<file path="src/verilog/clock_ctrl_pkg.sv">
// constants, types and decoders of the main clock source controller
package clock_ctrl_pkg;
  // register indices; byte address is four times the index
  localparam logic [5:0] MAIN_SRC_IDX = 6'h00;
  localparam logic [5:0] PRESC_IDX = 6'h01;
  localparam logic [5:0] LOCK_IDX = 6'h02;
  localparam logic [5:0] STATE_IDX = 6'h03;
  localparam logic [5:0] FAST_CTRL_IDX = 6'h10;
  localparam logic [5:0] CENTER_IDX = 6'h11;
  localparam logic [5:0] SLOPE_IDX = 6'h12;
  localparam logic [5:0] LP_CTRL_IDX = 6'h18;
  localparam logic [5:0] XTAL_CTRL_IDX = 6'h1C;
  localparam logic [5:0] PROT_IDX = 6'h20;
  // field positions
  localparam int CLKOUT_BIT = 7;
  localparam int RSB_BIT = 1;
  localparam int XT_EN_BIT = 0;
  localparam int XT_SEL_BIT = 2;
  localparam int CRYSTAL_STARTUP_TIME_LSB = 4;
  // reset values
  localparam logic [4:0] PRESC_RST = 5'h11;
  // protection key (arbitrary value) and open window in clocks
  localparam logic [7:0] PROT_KEY = 8'hA5;
  localparam logic [2:0] PROT_WINDOW = 3'h4;
  // start-up figures in oscillator cycles
  localparam logic [15:0] EXT_START = 16'h0002;
  localparam logic [15:0] LP_EXTRA = 16'h0004;

  typedef enum logic [1:0] {
    SRC_FAST = 2'b00,
    SRC_LP = 2'b01,
    SRC_XTAL = 2'b10,
    SRC_EXT = 2'b11
  } src_e;

  typedef enum logic [1:0] {
    SLP_ACTIVE = 2'b00,
    SLP_IDLE = 2'b01,
    SLP_STANDBY = 2'b10,
    SLP_PDOWN = 2'b11
  } sleep_e;

  typedef enum logic {
    SW_IDLE = 1'b0,
    SW_WAIT = 1'b1
  } sw_state_e;

  // divisor of a prescale code, zero for reserved codes
  function automatic logic [6:0] div_of(input logic [3:0] code);
    case (code)
      4'h0: return 7'h02;
      4'h1: return 7'h04;
      4'h2: return 7'h08;
      4'h3: return 7'h10;
      4'h4: return 7'h20;
      4'h5: return 7'h40;
      4'h8: return 7'h06;
      4'h9: return 7'h0A;
      4'hA: return 7'h0C;
      4'hB: return 7'h18;
      4'hC: return 7'h30;
      default: return 7'h00;
    endcase
  endfunction
endpackage

</file>
<file path="src/verilog/clk_prescaler.sv">
// main clock prescaler producing peripheral clock ticks
`timescale 1ns/10ps
module clk_prescaler
(
  // clock and reset
  input wire logic sys_clk,
  input wire logic reset,
  input wire logic ce,
  // main clock ticks and setting
  input wire logic tick_in,
  input wire logic prescale_enable,
  input wire logic [3:0] prescale_divisor,
  // peripheral clock tick
  output logic tick_out
);
  logic [6:0] div_ff;
  logic [6:0] cnt_ff;
  logic [6:0] want;

  // reserved codes leave the running divisor in place
  assign want = prescale_enable ? clock_ctrl_pkg::div_of(prescale_divisor) : 7'h01;

  always_ff @(posedge sys_clk)
  begin
    if (reset)
    begin
      div_ff <= clock_ctrl_pkg::div_of(clock_ctrl_pkg::PRESC_RST[4:1]);
      cnt_ff <= 7'h00;
      tick_out <= 1'b0;
    end
    else if (ce)
    begin
      tick_out <= 1'b0;
      if (tick_in)
      begin
        if (cnt_ff + 7'h01 >= div_ff)
        begin
          cnt_ff <= 7'h00;
          tick_out <= 1'b1;
          // new divisor only at a period boundary, no runt pulses
          if (want != 7'h00)
            div_ff <= want;
        end
        else
          cnt_ff <= cnt_ff + 7'h01;
      end
    end
  end
endmodule // clk_prescaler

</file>
<file path="src/verilog/main_clock_source_control.sv">
// main clock source control with register slave
`timescale 1ns/10ps
// Summary of operation
// - unrequested, non-standby sources are switched off
// - run-in-standby keeps source on except power-down
// - standby-held source is granted without start-up
// - main clock runs awake, in standby on demand
// - power-down stops main clock after nvm done
// - pending switch waits edges, refuses changes
// - pending flag high during a source switch
// - each source status shows running and stable
// - prescaler divides main clock by 1 to 64
// - source and prescaler writes need the unlock
// - reset selects fast oscillator, divide by six
// - trims load from fuses during reset
// - internal sources auto start, crystal needs enable
// - calibration lock by fuse, or main lock while fast oscillator selected
// - calibration writes need the unlock
// - low-power source gives a 1 kHz tick
// - low-power ready after start-up plus four
// - source-select picks crystal or pin clock
// - enabled crystal takes over both pins
// - crystal waits its chosen start-up time
// - pin clock on crystal input starts in two
// - external pin claimed on request, two cycles
// - source codes fast, low-power, crystal, external
// - divisor code table, others reserved
// - prescale disabled passes main clock undivided
module main_clock_source_control
#(
  parameter logic [15:0] FAST_SU = 16'h0008,
  parameter logic [15:0] LP_SU = 16'h0010,
  parameter logic [15:0] XT_SU0 = 16'h0010,
  parameter logic [15:0] XT_SU1 = 16'h0020,
  parameter logic [15:0] XT_SU2 = 16'h0040,
  parameter logic [15:0] XT_SU3 = 16'h0080,
  parameter logic [7:0] KHZ_DIV = 8'h20
)
(
  // clock and reset
  input wire logic sys_clk,
  input wire logic reset,
  input wire logic ce,
  // avalon-mm slave
  input wire logic [7:0] address,
  input wire logic read,
  input wire logic write,
  input wire logic [31:0] writedata,
  output logic [31:0] readdata,
  output logic waitrequest,
  // fuses
  input wire logic [1:0] freq_choice_fuse,
  input wire logic calibration_lock_fuse,
  input wire logic [6:0] center_trim_fuse,
  input wire logic [3:0] slope_trim_fuse,
  // sleep controller and requests
  input wire logic [1:0] sleep_mode,
  input wire logic nvm_busy,
  input wire logic [3:0] clk_req,
  input wire logic main_req,
  // source activity
  input wire logic fast_osc_tick,
  input wire logic lp_osc_tick,
  input wire logic xtal_pin_in,
  input wire logic external_clock_input,
  // source control and clocks
  output logic [3:0] osc_enable,
  output logic [3:0] src_grant,
  output logic main_clk_en,
  output logic peripheral_clock,
  output logic clkout_tick,
  output logic lp_khz_tick,
  // trims and pins
  output logic [1:0] fast_freq,
  output logic [6:0] center_trim,
  output logic [3:0] temp_slope_trim,
  output logic xtal_pins_own,
  output logic ext_pin_own,
  output logic xtal_pin_out,
  output logic xtal_pin_out_oe,
  // status
  output logic switch_pending_flag,
  output logic ext_clock_status,
  output logic crystal_status
);
  clock_ctrl_pkg::src_e sel_ff;
  clock_ctrl_pkg::src_e target_ff;
  clock_ctrl_pkg::src_e new_src;
  clock_ctrl_pkg::sw_state_e sw_ff;
  logic done_ff, clkout_ff, lock_ff, xt_en_ff, xt_sel_ff;
  logic rsb_fast_ff, rsb_lp_ff, rsb_xt_ff, xt_q_ff, ext_q_ff;
  logic [1:0] crystal_startup_time_ff;
  logic [2:0] prot_cnt_ff;
  logic [4:0] presc_ff;
  logic [7:0] khz_cnt_ff;
  logic [5:0] idx;
  logic wr_acc, unlocked, src_wr, cal_block, cal_ok;
  logic awake, standby, pdown, main_run;
  logic [3:0] rsb, gate, need, osc_on, ready, tick;
  logic [15:0] lim [4];

  // register write hit on an index
  function automatic logic hit(input logic [5:0] i);
    return wr_acc && idx == i;
  endfunction

  // bus slave: one wait state for every access
  assign idx = address[7:2];
  assign waitrequest = (read | write) & ~(done_ff & ce);
  assign wr_acc = write & done_ff & ce;

  always_ff @(posedge sys_clk)
  begin
    if (reset)
      done_ff <= 1'b0;
    else if (ce)
      done_ff <= (read | write) & ~done_ff;
  end

  // key write opens a short window for one protected write
  assign unlocked = prot_cnt_ff != 3'h0;

  always_ff @(posedge sys_clk)
  begin
    if (reset)
      prot_cnt_ff <= 3'h0;
    else if (ce)
    begin
      if (hit(clock_ctrl_pkg::PROT_IDX))
        prot_cnt_ff <= writedata[7:0] == clock_ctrl_pkg::PROT_KEY ?
          clock_ctrl_pkg::PROT_WINDOW : 3'h0;
      else if (wr_acc)
        prot_cnt_ff <= 3'h0;
      else if (unlocked)
        prot_cnt_ff <= prot_cnt_ff - 3'h1;
    end
  end

  // sleep state and demand on each source
  assign awake = sleep_mode == clock_ctrl_pkg::SLP_ACTIVE ||
    sleep_mode == clock_ctrl_pkg::SLP_IDLE;
  assign standby = sleep_mode == clock_ctrl_pkg::SLP_STANDBY;
  assign pdown = sleep_mode == clock_ctrl_pkg::SLP_PDOWN;
  assign main_run = awake ||
    (standby && (main_req || rsb[sel_ff])) ||
    (pdown && nvm_busy);
  assign rsb = {1'b0, rsb_xt_ff, rsb_lp_ff, rsb_fast_ff};
  assign gate = {1'b1, xt_en_ff, 2'b11};
  assign tick = {external_clock_input & ~ext_q_ff,
    xtal_pin_in & ~xt_q_ff, lp_osc_tick, fast_osc_tick};

  always_comb
  begin
    lim[0] = FAST_SU;
    lim[1] = LP_SU + clock_ctrl_pkg::LP_EXTRA;
    lim[3] = clock_ctrl_pkg::EXT_START;
    if (xt_sel_ff)
      lim[2] = clock_ctrl_pkg::EXT_START;
    else if (crystal_startup_time_ff == 2'b00)
      lim[2] = XT_SU0;
    else if (crystal_startup_time_ff == 2'b01)
      lim[2] = XT_SU1;
    else if (crystal_startup_time_ff == 2'b10)
      lim[2] = XT_SU2;
    else
      lim[2] = XT_SU3;
  end

  for (genvar i = 0; i < 4; i++)
  begin : g_src
    assign need[i] = (main_run && sel_ff == 2'(i)) ||
      (sw_ff == clock_ctrl_pkg::SW_WAIT && target_ff == 2'(i));
    // off unless requested or held by run-in-standby
    assign osc_on[i] = (clk_req[i] || need[i] || (rsb[i] && !pdown))
      && gate[i];
    osc_start_timer #(.TW(16)) u_timer
    (
      .sys_clk(sys_clk),
      .reset(reset),
      .ce(ce),
      .run(osc_on[i]),
      .tick(tick[i]),
      .limit(lim[i]),
      .ready(ready[i])
    );
  end

  // a held source is already counted out, so grant is immediate
  assign osc_enable = osc_on;
  assign src_grant = osc_on & ready;
  assign ext_clock_status = ready[clock_ctrl_pkg::SRC_EXT];
  assign crystal_status = ready[clock_ctrl_pkg::SRC_XTAL];
  assign switch_pending_flag = sw_ff == clock_ctrl_pkg::SW_WAIT;

  // main clock ticks only from a ready selected source
  assign main_clk_en = main_run && ready[sel_ff] && tick[sel_ff];

  clk_prescaler u_presc
  (
    .sys_clk(sys_clk),
    .reset(reset),
    .ce(ce),
    .tick_in(main_clk_en),
    .prescale_enable(presc_ff[0]),
    .prescale_divisor(presc_ff[4:1]),
    .tick_out(peripheral_clock)
  );
  assign clkout_tick = peripheral_clock & clkout_ff;

  // crystal pins and external pin ownership
  assign xtal_pins_own = xt_en_ff;
  assign xtal_pin_out = ~xtal_pin_in;
  assign xtal_pin_out_oe = xt_en_ff & ~xt_sel_ff;
  assign ext_pin_own = osc_on[clock_ctrl_pkg::SRC_EXT];

  always_ff @(posedge sys_clk)
  begin
    if (reset)
    begin
      xt_q_ff <= 1'b0;
      ext_q_ff <= 1'b0;
    end
    else if (ce)
    begin
      xt_q_ff <= xtal_pin_in;
      ext_q_ff <= external_clock_input;
    end
  end

  // 1 khz tick from the low-power source
  always_ff @(posedge sys_clk)
  begin
    if (reset)
    begin
      khz_cnt_ff <= 8'h00;
      lp_khz_tick <= 1'b0;
    end
    else if (ce)
    begin
      lp_khz_tick <= 1'b0;
      if (tick[1] && src_grant[1])
      begin
        if (khz_cnt_ff + 8'h01 >= KHZ_DIV)
        begin
          khz_cnt_ff <= 8'h00;
          lp_khz_tick <= 1'b1;
        end
        else
          khz_cnt_ff <= khz_cnt_ff + 8'h01;
      end
    end
  end

  // source select with switch held until the new source is stable
  assign new_src = clock_ctrl_pkg::src_e'(writedata[1:0]);
  assign src_wr = hit(clock_ctrl_pkg::MAIN_SRC_IDX) && unlocked
    && !lock_ff;

  always_ff @(posedge sys_clk)
  begin
    if (reset)
    begin
      sel_ff <= clock_ctrl_pkg::SRC_FAST;
      target_ff <= clock_ctrl_pkg::SRC_FAST;
      sw_ff <= clock_ctrl_pkg::SW_IDLE;
      clkout_ff <= 1'b0;
    end
    else if (ce)
    begin
      if (src_wr)
        clkout_ff <= writedata[clock_ctrl_pkg::CLKOUT_BIT];
      case (sw_ff)
        clock_ctrl_pkg::SW_IDLE:
          if (src_wr && new_src != sel_ff)
          begin
            target_ff <= new_src;
            sw_ff <= clock_ctrl_pkg::SW_WAIT;
          end
        clock_ctrl_pkg::SW_WAIT:
          // further selections refused until the edges arrive
          if (ready[target_ff])
          begin
            sel_ff <= target_ff;
            sw_ff <= clock_ctrl_pkg::SW_IDLE;
          end
        default:
          sw_ff <= clock_ctrl_pkg::SW_IDLE;
      endcase
    end
  end

  // prescaler, lock and source control registers
  always_ff @(posedge sys_clk)
  begin
    if (reset)
    begin
      presc_ff <= clock_ctrl_pkg::PRESC_RST;
      lock_ff <= calibration_lock_fuse;
      rsb_fast_ff <= 1'b0;
      rsb_lp_ff <= 1'b0;
      rsb_xt_ff <= 1'b0;
      xt_en_ff <= 1'b0;
      xt_sel_ff <= 1'b0;
      crystal_startup_time_ff <= 2'b00;
    end
    else if (ce && unlocked)
    begin
      if (hit(clock_ctrl_pkg::PRESC_IDX) && !lock_ff)
        presc_ff <= writedata[4:0];
      else if (hit(clock_ctrl_pkg::LOCK_IDX) && !lock_ff)
        lock_ff <= writedata[0];
      else if (hit(clock_ctrl_pkg::FAST_CTRL_IDX))
        rsb_fast_ff <= writedata[clock_ctrl_pkg::RSB_BIT];
      else if (hit(clock_ctrl_pkg::LP_CTRL_IDX))
        rsb_lp_ff <= writedata[clock_ctrl_pkg::RSB_BIT];
      else if (hit(clock_ctrl_pkg::XTAL_CTRL_IDX))
      begin
        xt_en_ff <= writedata[clock_ctrl_pkg::XT_EN_BIT];
        rsb_xt_ff <= writedata[clock_ctrl_pkg::RSB_BIT];
        xt_sel_ff <= writedata[clock_ctrl_pkg::XT_SEL_BIT];
        crystal_startup_time_ff <= writedata[clock_ctrl_pkg::CRYSTAL_STARTUP_TIME_LSB +: 2];
      end
    end
  end

  // calibration loaded from fuses, then protected and lockable
  assign cal_block = calibration_lock_fuse ||
    (sel_ff == clock_ctrl_pkg::SRC_FAST && lock_ff);
  assign cal_ok = unlocked && !cal_block;

  always_ff @(posedge sys_clk)
  begin
    if (reset)
    begin
      center_trim <= center_trim_fuse;
      temp_slope_trim <= slope_trim_fuse;
      fast_freq <= freq_choice_fuse;
    end
    else if (ce && cal_ok)
    begin
      if (hit(clock_ctrl_pkg::CENTER_IDX))
        center_trim <= writedata[6:0];
      else if (hit(clock_ctrl_pkg::SLOPE_IDX))
        temp_slope_trim <= writedata[3:0];
    end
  end

  // read data settles in the wait state
  always_ff @(posedge sys_clk)
  begin
    if (reset)
      readdata <= 32'h0;
    else if (ce && read && !done_ff)
    begin
      if (idx == clock_ctrl_pkg::MAIN_SRC_IDX)
        readdata <= {24'h0, clkout_ff, 5'h0, sel_ff};
      else if (idx == clock_ctrl_pkg::PRESC_IDX)
        readdata <= {27'h0, presc_ff};
      else if (idx == clock_ctrl_pkg::LOCK_IDX)
        readdata <= {31'h0, lock_ff};
      else if (idx == clock_ctrl_pkg::STATE_IDX)
        readdata <= {24'h0, ready[3], ready[2], ready[1], ready[0],
          3'h0, switch_pending_flag};
      else if (idx == clock_ctrl_pkg::FAST_CTRL_IDX)
        readdata <= {30'h0, rsb_fast_ff, 1'b0};
      else if (idx == clock_ctrl_pkg::CENTER_IDX)
        readdata <= {25'h0, center_trim};
      else if (idx == clock_ctrl_pkg::SLOPE_IDX)
        readdata <= {24'h0, calibration_lock_fuse, 3'h0, temp_slope_trim};
      else if (idx == clock_ctrl_pkg::LP_CTRL_IDX)
        readdata <= {30'h0, rsb_lp_ff, 1'b0};
      else if (idx == clock_ctrl_pkg::XTAL_CTRL_IDX)
        readdata <= {26'h0, crystal_startup_time_ff, 1'b0, xt_sel_ff, rsb_xt_ff, xt_en_ff};
      else
        readdata <= 32'h0;
    end
  end
endmodule // main_clock_source_control

</file>
<file path="src/verilog/osc_start_timer.sv">
// start-up counter of one clock source
`timescale 1ns/10ps
module osc_start_timer
#(
  parameter int TW = 16
)
(
  // clock and reset
  input wire logic sys_clk,
  input wire logic reset,
  input wire logic ce,
  // source
  input wire logic run,
  input wire logic tick,
  input wire logic [TW-1:0] limit,
  // result
  output logic ready
);
  logic [TW-1:0] cnt_ff;
  logic [TW-1:0] nxt_cnt;

  assign nxt_cnt = cnt_ff + TW'(1);

  // count source edges while running, restart when stopped
  always_ff @(posedge sys_clk)
  begin
    if (reset)
    begin
      cnt_ff <= '0;
      ready <= 1'b0;
    end
    else if (ce && !run)
    begin
      cnt_ff <= '0;
      ready <= 1'b0;
    end
    else if (ce && tick && !ready)
    begin
      cnt_ff <= nxt_cnt;
      ready <= nxt_cnt >= limit;
    end
  end
endmodule // osc_start_timer
</file>
<file path="config.mk">
export PLATFORM = sky130hd
export DESIGN_NAME = main_clock_source_control
export DESIGN_NICKNAME = d
export VERILOG_FILES = /design/src/verilog/clock_ctrl_pkg.sv /design/src/verilog/clk_prescaler.sv /design/src/verilog/main_clock_source_control.sv /design/src/verilog/osc_start_timer.sv
export SDC_FILE = /design/constraint.sdc
export NUM_CORES = 1
export LEC_CHECK = 0
export ABC_AREA = 1
export BUFFER_PORTS_ARGS = -buffer_cell sky130_fd_sc_hd__buf_4
export CELL_PAD_IN_SITES_DETAIL_PLACEMENT = 0
export CELL_PAD_IN_SITES_GLOBAL_PLACEMENT = 2
export CORE_MARGIN = 2
export CORE_UTILIZATION = 34
export CTS_CLUSTER_SIZE = 25
export DETAILED_ROUTE_END_ITERATION = 12
export PLACE_DENSITY_LB_ADDON = 0.1
export SLEW_MARGIN = 20
export SYNTH_ARGS = -nofsm -noshare
export SYNTH_HDL_FRONTEND = slang
export SYNTH_SLANG_ARGS = --single-unit
</file>
<file path="constraint.sdc">
create_clock -name sys_clk -period 4.6 [get_ports sys_clk]
set_clock_uncertainty 0.05 [all_clocks]
set_input_delay 0.46 -clock sys_clk [delete_from_list [all_inputs] [get_ports sys_clk]]
set_output_delay 0.46 -clock sys_clk [all_outputs]
set_load 0.01 [all_outputs]
</file>
==> flow_summary_export.csv, run 1 <==
group,metric,value,unit
synth,synthCells,1265,
power_and_ir_drop,sw_frac_of_total,0.247,
floorplan,ioPinCount,136,
detailed_routing,drt_wl_total,24200,um
setup_path,worstPathMaxFanout,10,
clocking,insertion_delay,0.42,ns
placement,place_worst_setup_slack,1.82,ns
synth,synth_warnings,0,
synth,ys_seq_elements,144,
placement,io_buffer_count,85,
floorplan,coreArea,0.0250,mm2
detailed_routing,drc_errors,0,
setup_path,cp_data_arrival_time,2.90,ns
setup_path,critical_path_class,"flop to flop",
timing,fmax,379,MHz
detailed_routing,wl_per_cell,14.4,um
synth,synth_top_area_cell,"dfxtp_1",
synth,synthArstFlopShare,0,
layout,layoutNonFillerInstCount,1684,
placement,place_congestion,0.795,
layout,nets,1434,
timing,max_slew_margin,0.520,
timing,final_hold_viol_count,0,
synth,synth_seq_area_share,0.353,
layout,num_antenna_cells,0,
power_and_ir_drop,vdd_drop_max,179,uV
power_and_ir_drop,powerDensity,304,mW/mm2
clocking,clockBufferDepth,2,
grt,grt_pass1_wl,39100,um
layout,area_growth,16.7,%
detailed_routing,ant_nets,0,
run,drv_cap,0,
clocking,cts_tree,"done",
synth,ys.flop_type,"dfxtp_1",
setup_path,r2r-start,"g_src[2].u_timer.cnt_ff[0]",
floorplan,die_h,163,um
layout,multi_input_area,0.00472,mm2
synth,syn_area,0.00856,mm2
clocking,postCtsHoldBufs,0,
synth,synth_area_leaders,"dfxtp_1 30%, nand2_1 14%, nor2_1 7.9%, a21oi_1 6.3%, inv_1 6.0%",
clocking,clock_sinks,144,
grt,grt_max_degree,39,
placement,dp_cells,1653,
floorplan,placementRows,58,
power_and_ir_drop,combPwrFrac,0.086,
clocking,postCtsSetupRepairBufs,0,
layout,regArea,0.00302,mm2
floorplan,fp.dieW,163,um
layout,filler_cell_count,2747,
min_path,hold_start,"freq_choice_fuse[1]",
detailed_routing,vias,7890,
timing,layout_setup_ws,1.96,ns
grt,antenna_found_initial,0,
clocking,path_clk_slew,0.07,ns
clocking,htree_levels,4,
grt,globalRouteTotalUtil,0.188,
setup_path,worstSetupStartpoint,"g_src[2].u_timer.cnt_ff[0]",
layout,layout_commonest_cell,"nand2_1",
grt,grt_pass1_vias,7424,
layout,final_cell_mix,"318 x nand2_1, 180 x nor2_1, 137 x inv_1",
clocking,cts_buffers,17,
setup_path,startpoint_type,"flop",
clocking,cts-resized-gates,0,
synth,yosysUniqueCellTypes,50,
min_path,hold_class,"input port to flop",
detailed_routing,avgViaCountPerCell,4.69,
timing,fin_setup_tns,0,ns
detailed_routing,detail_route.iter0.violations,411,
timing,maxSlewViolCount,0,
timing,post-route-period-util,0.573,
timing,worstMarginPinSlew,0.716,ns
power_and_ir_drop,switchingPower,748,uW
synth,avgSynthCellArea,6.76,um2
layout,drive_gt1_frac,0.136,
timing,timing.hold.ws,0.162,ns
placement,dp_hpwl,18400,um
power_and_ir_drop,p_clk_frac,0.481,
floorplan,dieArea,0.0264,mm2
power_and_ir_drop,finalPower,3.03,mW
timing,finalSetupViolCount,0,
timing,rsz0062_at_grt,"no",
synth,synth_edf_count,14,
outcome,outcome,"finished, final reports clean",
detailed_routing,first_pass_iters,5,
power_and_ir_drop,p_leak,4.12,nW
floorplan,initial_core_util,0.343,
timing,fin_crit,2.64,ns
setup_path,cp-end-kind,"flop",
synth,yosysTopAreaCellShare,0.304,
power_and_ir_drop,internal_power,2.28,mW
grt,overflow,0,
power_and_ir_drop,p_seq_frac,0.433,
setup_path,critPathRequiredTime,4.86,ns
clocking,cts-root-buf,"clkbuf_16",
-- layout make-up --
cell class,instances,area share
multi-input combinational,942,0.473
sequential,144,0.303
timing repair buffer,88,0.0661
inverter,149,0.0560
clock buffer,22,0.0476
tap,330,0.0413
clock inverter,9,0.0132
-- power by group through the flow --
stage	clock (mW)	sequential [mW]	combinational, mW
6_report	1.46	1.31	0.260
5_1_grt	1.55	1.32	0.292
4_1_cts	1.50	1.31	0.263
3_5_place_dp	0	1.34	0.263
3_3_place_gp	0	1.34	0.260
2_1_floorplan	0	1.34	0.172
-- layer usage --
| layer | vias up | routed length (um) | share of wire | global-route usage |
|---|---|---|---|---|
| met3 | 11 | 931 | 0.038 | 0.0295 |
| met5 | - | 0 | 0 | 0 |
| met4 | 0 | 151 | 0.0062 | 0.0362 |
| met2 | 147 | 10700 | 0.44 | 0.299 |
| met1 | 3540 | 12400 | 0.51 | 0.271 |
| li1 | 4192 | - | - | - |
-- synth_stat cells (9+ instances only) --
| cell | instances |
|---|---|
| nand2_1 | 318 |
| nor2_1 | 180 |
| inv_1 | 137 |
| dfxtp_1 | 130 |
| a21oi_1 | 108 |
| nand3_1 | 74 |
| o21ai_0 | 47 |
| nand4_1 | 31 |
| buf_4 | 30 |
| xor2_1 | 26 |
| ha_1 | 21 |
| edfxtp_1 | 14 |
| or2_2 | 14 |
| clkbuf_1 | 13 |
| a21oi_2 | 12 |
| xnor2_1 | 10 |
| inv_2 | 9 |
| nor3_1 | 9 |
-- sequential cells by signal, indices dropped and copies added (netlist names), 2 cells and up, named ones only --
signal / cells
crystal_startup_time_ff: 2
g_src.u_timer.cnt_ff: 64
readdata: 8
presc_ff: 5
g_src.u_timer.ready: 4
khz_cnt_ff: 8
prot_cnt_ff: 3
sel_ff: 2
u_presc.div_ff: 7
u_presc.cnt_ff: 7
center_trim: 7
temp_slope_trim: 4
fast_freq: 2
target_ff: 2
-- per-stage QoR --
stage	cell area [um2]	utilization
floorplan	8640	-
global placement	9370	0.375
detailed placement	9370	0.376
CTS	9980	0.400
global route	9990	0.400
finish	9990	0.400
-- kinds of logic (layout without fill, tap and decap cells) --
kind of cell / count (synthesis) / in the layout / synth area share
AOI/OAI and AO/OA: 203 / 203 / 0.139
xor gates and xnor gates: 36 / 36 / 0.0369
adders and majority gates: 21 / 21 / 0.0307
buffers and inverters: 202 / 268 / 0.106
DFF: 144 / 144 / 0.353
other: 1 / 24 / 0.000438
and+or+nand+nor: 658 / 658 / 0.334
-- path summary, 6_finish.rpt --
kind                                  to  slack, ns  cells past startpoint
setup reg to reg  g_src[2].u_timer.ready       1.96                     13
setup / recovery  g_src[2].u_timer.ready       1.96                     13
hold / removal              fast_freq[1]       0.16                      1
hold reg to reg        u_presc.div_ff[6]       0.42                      2
-- worst max-delay path: stages, from the launching register on --
cell	delay (ns)
dfxtp_1	0.55
ha_1	0.31
nand2_1	0.11
nor2_1	0.32
xor2_1	0.24
ha_1	0.26
nand2_1	0.06
nor2_1	0.04
nand2_1	0.06
nand3_1	0.07
nor2_1	0.12
nand3_1	0.10
o21bai_1	0.16
a21oi_2	0.06
Note: power is estimated with default switching activity, not from simulation.
==> run 2, diff against run 1 <==
--- a/config.mk
+++ b/config.mk
@@ -5,12 +5,12 @@
 export SDC_FILE = /design/constraint.sdc
 export NUM_CORES = 1
 export LEC_CHECK = 0
-export ABC_AREA = 1
+export ABC_AREA = 0
 export BUFFER_PORTS_ARGS = -buffer_cell sky130_fd_sc_hd__buf_4
 export CELL_PAD_IN_SITES_DETAIL_PLACEMENT = 0
 export CELL_PAD_IN_SITES_GLOBAL_PLACEMENT = 2
 export CORE_MARGIN = 2
-export CORE_UTILIZATION = 34
+export CORE_UTILIZATION = 31
 export CTS_CLUSTER_SIZE = 25
 export DETAILED_ROUTE_END_ITERATION = 12
 export PLACE_DENSITY_LB_ADDON = 0.1
==> constraint.sdc (replaced) <==
create_clock -name sys_clk -period 2.2 [get_ports sys_clk]
set_clock_uncertainty 0.05 [all_clocks]
set_input_delay 0.22 -clock sys_clk [delete_from_list [all_inputs] [get_ports sys_clk]]
set_output_delay 0.22 -clock sys_clk [all_outputs]
set_load 0.01 [all_outputs]
==> run 2 against run 1 <==
Effect of this change:
- cell count shrank 11%
- synthesized cell count shrank 20%
- largest power group unchanged
- sequential power grew 110%
- worst hold slack lost 0.15 ns
- first-iteration DRC count shrank 9.7%
- the run now ends with setup timing left
- sequential share of layout area shrank 1.7 points
- total power grew 100%
- area after synthesis shrank 2.4%
==> flow_summary_export.csv, run 2 <==
group,metric,value,unit
synth,ys_seq_elements,144,
synth,yosysTopAreaCellShare,0.312,
power_and_ir_drop,vdd_drop_max,468,uV
layout,drive_gt1_frac,0.238,
min_path,hold_class,"input port to flop",
synth,synth_edf_count,14,
timing,finalSetupViolCount,7,
detailed_routing,first_pass_iters,5,
layout,fin_area,0.0107,mm2
clocking,cts_tree,"done",
placement,dpl_cell_area,0.00983,mm2
clocking,insertion_delay,0.42,ns
floorplan,ioPinCount,136,
detailed_routing,highest_layer,"met4",
grt,antenna_found_initial,0,
synth,synthCells,1007,
synth,ys.flop_type,"dfxtp_1",
grt,overflow,0,
clocking,cts_buffers,17,
floorplan,initial_core_util,0.312,
power_and_ir_drop,p_leak,4.18,nW
synth,avgSynthCellArea,8.29,um2
detailed_routing,drt_wl_total,24400,um
detailed_routing,wl_met1,12100,um
detailed_routing,detail_route.iter0.violations,371,
placement,dp_cells,1461,
synth,synth_seq_area_share,0.362,
synth,synth_most_common_cell,"nor2_1",
outcome,outcome,"finished, violations left",
placement,dp_hpwl,18200,um
layout,area_growth,27.8,%
min_path,hold_end,"temp_slope_trim[2]",
setup_path,critPathRequiredTime,2.51,ns
layout,nets,1242,
grt,grt_pass1_vias,7156,
setup_path,rr_endpoint,"u_presc.div_ff[3]",
synth,synth_warnings,0,
timing,final_hold_viol_count,0,
power_and_ir_drop,powerDensity,581,mW/mm2
floorplan,coreArea,0.0267,mm2
grt,globalRouteTotalUtil,0.174,
placement,place_congestion,0.791,
layout,final_cell_mix,"174 x buf_4, 153 x nor2_1, 121 x dfxtp_1",
floorplan,dieArea,0.0283,mm2
clocking,htree_levels,4,
layout,layoutNonFillerInstCount,1504,
timing,maxSlewViolCount,0,
timing,rsz0062_at_grt,"yes",
outcome,violations,"setup timing",
detailed_routing,vias,7359,
detailed_routing,wl_met3,1000,um
detailed_routing,drc_errors,0,
setup_path,ff2ff_path_depth,10,
detailed_routing,dr_wl_met2,11000,um
setup_path,r2r-start,"u_presc.cnt_ff[0]",
synth,synth_top_area_cell,"dfxtp_1",
synth,yosysUniqueCellTypes,83,
timing,max_slew_margin,0.574,
timing,worstMarginPinSlew,0.639,ns
setup_path,cp-end-kind,"flop",
clocking,clock_sinks,144,
synth,syn_area,0.00835,mm2
setup_path,cp_data_arrival_time,2.60,ns
placement,io_buffer_count,85,
power_and_ir_drop,finalPower,6.20,mW
clocking,clockBufferDepth,2,
clocking,cts-root-buf,"clkbuf_16",
detailed_routing,avgViaCountPerCell,4.89,
setup_path,critical_path_class,"flop to flop",
layout,fin_util,0.399,
layout,top_register,"g_src.u_timer.cnt_ff",
synth,synthTopCellsByCount,"161 x nor2_1, 130 x dfxtp_1, 98 x nand2_1",
timing,fmax,436,MHz
layout,largest_register_ffs,64,
run,drv_cap,0,
min_path,hold_start,"slope_trim_fuse[2]",
synth,synth_area_leaders,"dfxtp_1 31%, nor2_1 7.2%, xor2_1 5.6%, edfxtp_1 5.0%, xnor2_1 4.9%",
floorplan,die_h,168,um
detailed_routing,ant_nets,0,
grt,grt_pass1_wl,38800,um
setup_path,reg2reg_slack,-0.09,ns
layout,layout_commonest_cell,"buf_4",
layout,reg_top3,"g_src.u_timer.cnt_ff: 64 flops, khz_cnt_ff: 8 flops, readdata: 8 flops",
min_path,hold_depth,3,
grt,grt_max_degree,67,
timing,fin_crit,2.29,ns
floorplan,fp.dieW,168,um
floorplan,placementRows,60,
layout,num_antenna_cells,0,
synth,synthArstFlopShare,0,
setup_path,startpoint_type,"flop",
timing,post-route-period-util,1.04,
timing,layout_setup_ws,-0.0928,ns
clocking,path_clk_slew,0.07,ns
detailed_routing,wl_per_cell,16.2,um
setup_path,worstPathMaxFanout,6,
-- run 2: final cells by class --
| cell class | instances | area, um2 |
|---|---|---|
| clock buffers | 25 | 507 |
| clock inverters | 7 | 51.3 |
| fillers | 2839 | 16100 |
| inverters | 32 | 120 |
| multi-input cells | 770 | 5030 |
| flip-flops and latches | 144 | 3040 |
| well taps | 341 | 427 |
| repair buffers | 185 | 1490 |
-- run 2: worst max-delay path by stage --
stage	startpoint	end	slack, ns	cells after the start
6_report	u_presc.cnt_ff[0]	u_presc.div_ff[3]	-0.09	10
4_1_cts	u_presc.cnt_ff[0]	u_presc.div_ff[3]	-0.03	10
2_1_floorplan	g_src[2].u_timer.cnt_ff[0]	g_src[2].u_timer.ready	0.01	9
3_5_place_dp	u_presc.cnt_ff[1]	u_presc.div_ff[5]	-0.18	10
3_3_place_gp	u_presc.cnt_ff[1]	u_presc.div_ff[4]	-0.14	10
5_1_grt	u_presc.cnt_ff[0]	u_presc.div_ff[2]	-0.19	11
-- run 2: kinds of logic after synthesis --
logic type      share of synthesized area
xor+xnor                            0.105
buf+inv                            0.0719
other cells                      0.000449
fa+ha+maj                          0.0315
simple gates                        0.270
mux                                0.0411
compound gates                      0.118
flops                               0.362
-- run 2: critical path, stage by stage, from the launching register on --
cell	delay [ns]
dfxtp_4	0.38
ha_4	0.16
nand3_4	0.09
nor2_4	0.13
xor2_1	0.07
ha_1	0.33
a21oi_2	0.07
a32o_2	0.22
a211o_4	0.32
mux2_4	0.33
nor2_4	0.09
-- run 2: report_power, final --
group / internal [mW] / switching [mW] / leakage (nW) / total (mW)
registers: 2.71 / 0.0398 / 1.19 / 2.75
clock network: 1.60 / 1.17 / 0.269 / 2.77
logic: 0.289 / 0.387 / 2.72 / 0.676
-- run 2: layer usage --
metal | GRT usage | vias to the layer above
li1 | - | 3737
met1 | 0.239 | 3468
met4 | 0.0472 | 0
met3 | 0.0350 | 23
met2 | 0.277 | 131
met5 | 0 | -
-- run 2: repair_timing --
| item | 4_1_cts | 5_1_grt |
|---|---|---|
| hold endpoints to repair | 3 | 0 |
| buffers inserted | 5 | 4 |
| setup endpoints to repair | 16 | 28 |
| gates resized for setup | 20 | 30 |
| hold buffers | 3 | 0 |
| pin swaps | 9 | 24 |
-- run 2: metrics by stage --
step | setup TNS (ns) | worst slack [ns] | hold WS [ns]
detailed placement | -0.827 | -0.175 | 0.350
CTS | -0.114 | -0.0299 | 0.00326
finish | -0.443 | -0.0928 | 0.0162
global placement | -0.627 | -0.136 | 0.350
floorplan | 0 | 0.0114 | 0.269
global route | -1.62 | -0.185 | 0.0188
==> run 3, diff against run 2 <==
--- a/config.mk
+++ b/config.mk
@@ -13,6 +13,7 @@
 export CORE_UTILIZATION = 31
 export CTS_CLUSTER_SIZE = 25
 export DETAILED_ROUTE_END_ITERATION = 12
+export MAX_ROUTING_LAYER = met4
 export PLACE_DENSITY_LB_ADDON = 0.1
 export SLEW_MARGIN = 20
 export SYNTH_ARGS = -nofsm -noshare
==> run 3 against run 2 <==
Effect of this change:
- the run still ends with setup timing left
- register-to-register slack about the same
- first-iteration DRC count grew 1.6%
- combinational power is essentially flat
- via count fell by 0.18%
- clock power is essentially flat
- die area unchanged
- global-route usage rose by 0.50 points
- core utilization unchanged
- worst setup slack worse by 0.0031 ns
==> flow_summary_export.csv, run 3 (same netlist as run 2, synthesis figures left out) <==
group,metric,value,unit
setup_path,critical_path_class,"flop to flop",
setup_path,path_cells,"ha_4 > nand3_4 > nor2_4 > xor2_1 > ha_1 > a21oi_2 > a32o_2 > a211o_4 > mux2_4 > nor2_4",
clocking,cts-root-buf,"clkbuf_16",
setup_path,worstPathMaxFanout,6,
detailed_routing,wl_per_cell,16.3,um
setup_path,cp_data_arrival_time,2.60,ns
setup_path,worstSetupStartpoint,"u_presc.cnt_ff[0]",
detailed_routing,ant_nets,0,
setup_path,cp-end-kind,"flop",
timing,max_slew_margin,0.580,
floorplan,coreArea,0.0267,mm2
clocking,insertion_delay,0.42,ns
layout,top_register,"g_src.u_timer.cnt_ff",
grt,grt_pass1_vias,7161,
timing,fmax,436,MHz
clocking,clockBufferDepth,2,
detailed_routing,drc_errors,0,
floorplan,placementRows,60,
timing,layout_setup_ws,-0.0959,ns
setup_path,critPathSlowestCell,"dfxtp_4",
power_and_ir_drop,finalPower,6.19,mW
placement,dp_hpwl,18200,um
power_and_ir_drop,p_leak,4.18,nW
layout,area_growth,27.8,%
detailed_routing,drt_wl_total,24500,um
clocking,clock_sinks,144,
floorplan,die_h,168,um
layout,final_cell_mix,"174 x buf_4, 153 x nor2_1, 121 x dfxtp_1",
grt,overflow,0,
placement,place_congestion,0.803,
power_and_ir_drop,vdd_drop_max,467,uV
floorplan,ioPinCount,136,
timing,finalSetupViolCount,7,
detailed_routing,avgViaCountPerCell,4.88,
layout,reg_top3,"g_src.u_timer.cnt_ff: 64 flops, khz_cnt_ff: 8 flops, readdata: 8 flops",
detailed_routing,vias,7346,
floorplan,dieArea,0.0283,mm2
min_path,hold_class,"input port to flop",
setup_path,critPathRequiredTime,2.51,ns
run,drv_cap,0,
detailed_routing,first_pass_iters,5,
layout,nets,1242,
timing,post-route-period-util,1.04,
clocking,htree_levels,4,
setup_path,r2r-start,"u_presc.cnt_ff[0]",
grt,antenna_found_initial,0,
grt,grt_max_degree,67,
timing,final_hold_viol_count,0,
setup_path,slowest_delay,0.38,ns
detailed_routing,detail_route.iter0.violations,377,
clocking,cts_buffers,17,
placement,io_buffer_count,85,
layout,largest_register_ffs,64,
timing,fin_setup_tns,-0.462,ns
placement,dp_cells,1461,
timing,rsz0062_at_grt,"yes",
setup_path,crit_top_cell,"nor2_4",
outcome,violations,"setup timing",
clocking,path_clk_slew,0.07,ns
layout,num_antenna_cells,0,
floorplan,fp.dieW,168,um
layout,drive_gt1_frac,0.238,
timing,fin_crit,2.30,ns
min_path,hold_start,"slope_trim_fuse[2]",
grt,globalRouteTotalUtil,0.179,
layout,layoutNonFillerInstCount,1504,
layout,fin_util,0.399,
power_and_ir_drop,powerDensity,581,mW/mm2
clocking,cts_tree,"done",
layout,layout_commonest_cell,"buf_4",
placement,place_worst_setup_slack,-0.175,ns
grt,grt_pass1_wl,38800,um
floorplan,initial_core_util,0.312,
timing,maxSlewViolCount,0,
setup_path,worst-path-buf-inv,0,
setup_path,startpoint_type,"flop",
timing,worstMarginPinSlew,0.630,ns
setup_path,critical_path.top_delay_family,"compound AO/OA/AOI/OAI gates",
outcome,outcome,"finished, violations left",
## run 3: cell counts in the layout (fill, tap and decap cells not counted)
No cell type changed its count.
## run 3: cell type report
type | instances | area (um2)
clock buffer | 25 | 507
clock inverter | 7 | 51.3
fill | 2839 | 16100
inverter | 32 | 120
multi-input combinational | 770 | 5030
sequential | 144 | 3040
tap | 341 | 427
timing repair buffer | 185 | 1490
## run 3: layer usage
layer | up-vias | GRT usage | routed length [um]
li1 | 3739 | - | -
met1 | 3472 | 0.239 | 12100
met2 | 119 | 0.277 | 11100
met3 | 16 | 0.0374 | 997
met4 | 0 | 0.0427 | 254
met5 | - | - | 0
## run 3: final timing paths
check | slack, ns | depth (start not counted) | endpoint
worst max-delay path | -0.1 | 10 | u_presc.div_ff[3]
worst min-delay path | 0.02 | 3 | temp_slope_trim[2]
worst max register to register | -0.1 | 10 | u_presc.div_ff[3]
worst min register to register | 0.42 | 2 | u_presc.tick_out
## run 3: per-stage QoR
step	cell area, um2	hold WS [ns]
2_1_floorplan	8480	0.269
3_3_place_gp	9830	0.350
3_5_place_dp	9830	0.350
4_1_cts	10500	0.00326
5_1_grt	10700	0.0167
6_report	10700	0.0176
## run 3: worst reg2reg max path, cell delays in order, from the launching register on
cell and delay, ns:
dfxtp_4 0.38, ha_4 0.16, nand3_4 0.09, nor2_4 0.13
xor2_1 0.07, ha_1 0.33, a21oi_2 0.07, a32o_2 0.22
a211o_4 0.32, mux2_4 0.33, nor2_4 0.09
## run 3: power by group
part | total (mW) | internal, mW | switching [mW]
combinational | 0.675 | 0.289 | 0.387
sequential | 2.75 | 2.71 | 0.0396
clock | 2.77 | 1.60 | 1.16
## run 3: repair_timing
item | 4_1_cts | 5_1_grt
hold endpoints to repair | 3 | 0
buffers inserted | 5 | 4
pin swaps | 9 | 24
cloned | 0 | 0
hold buffers | 3 | 0
resized for setup | 20 | 30
setup endpoints to repair | 16 | 28
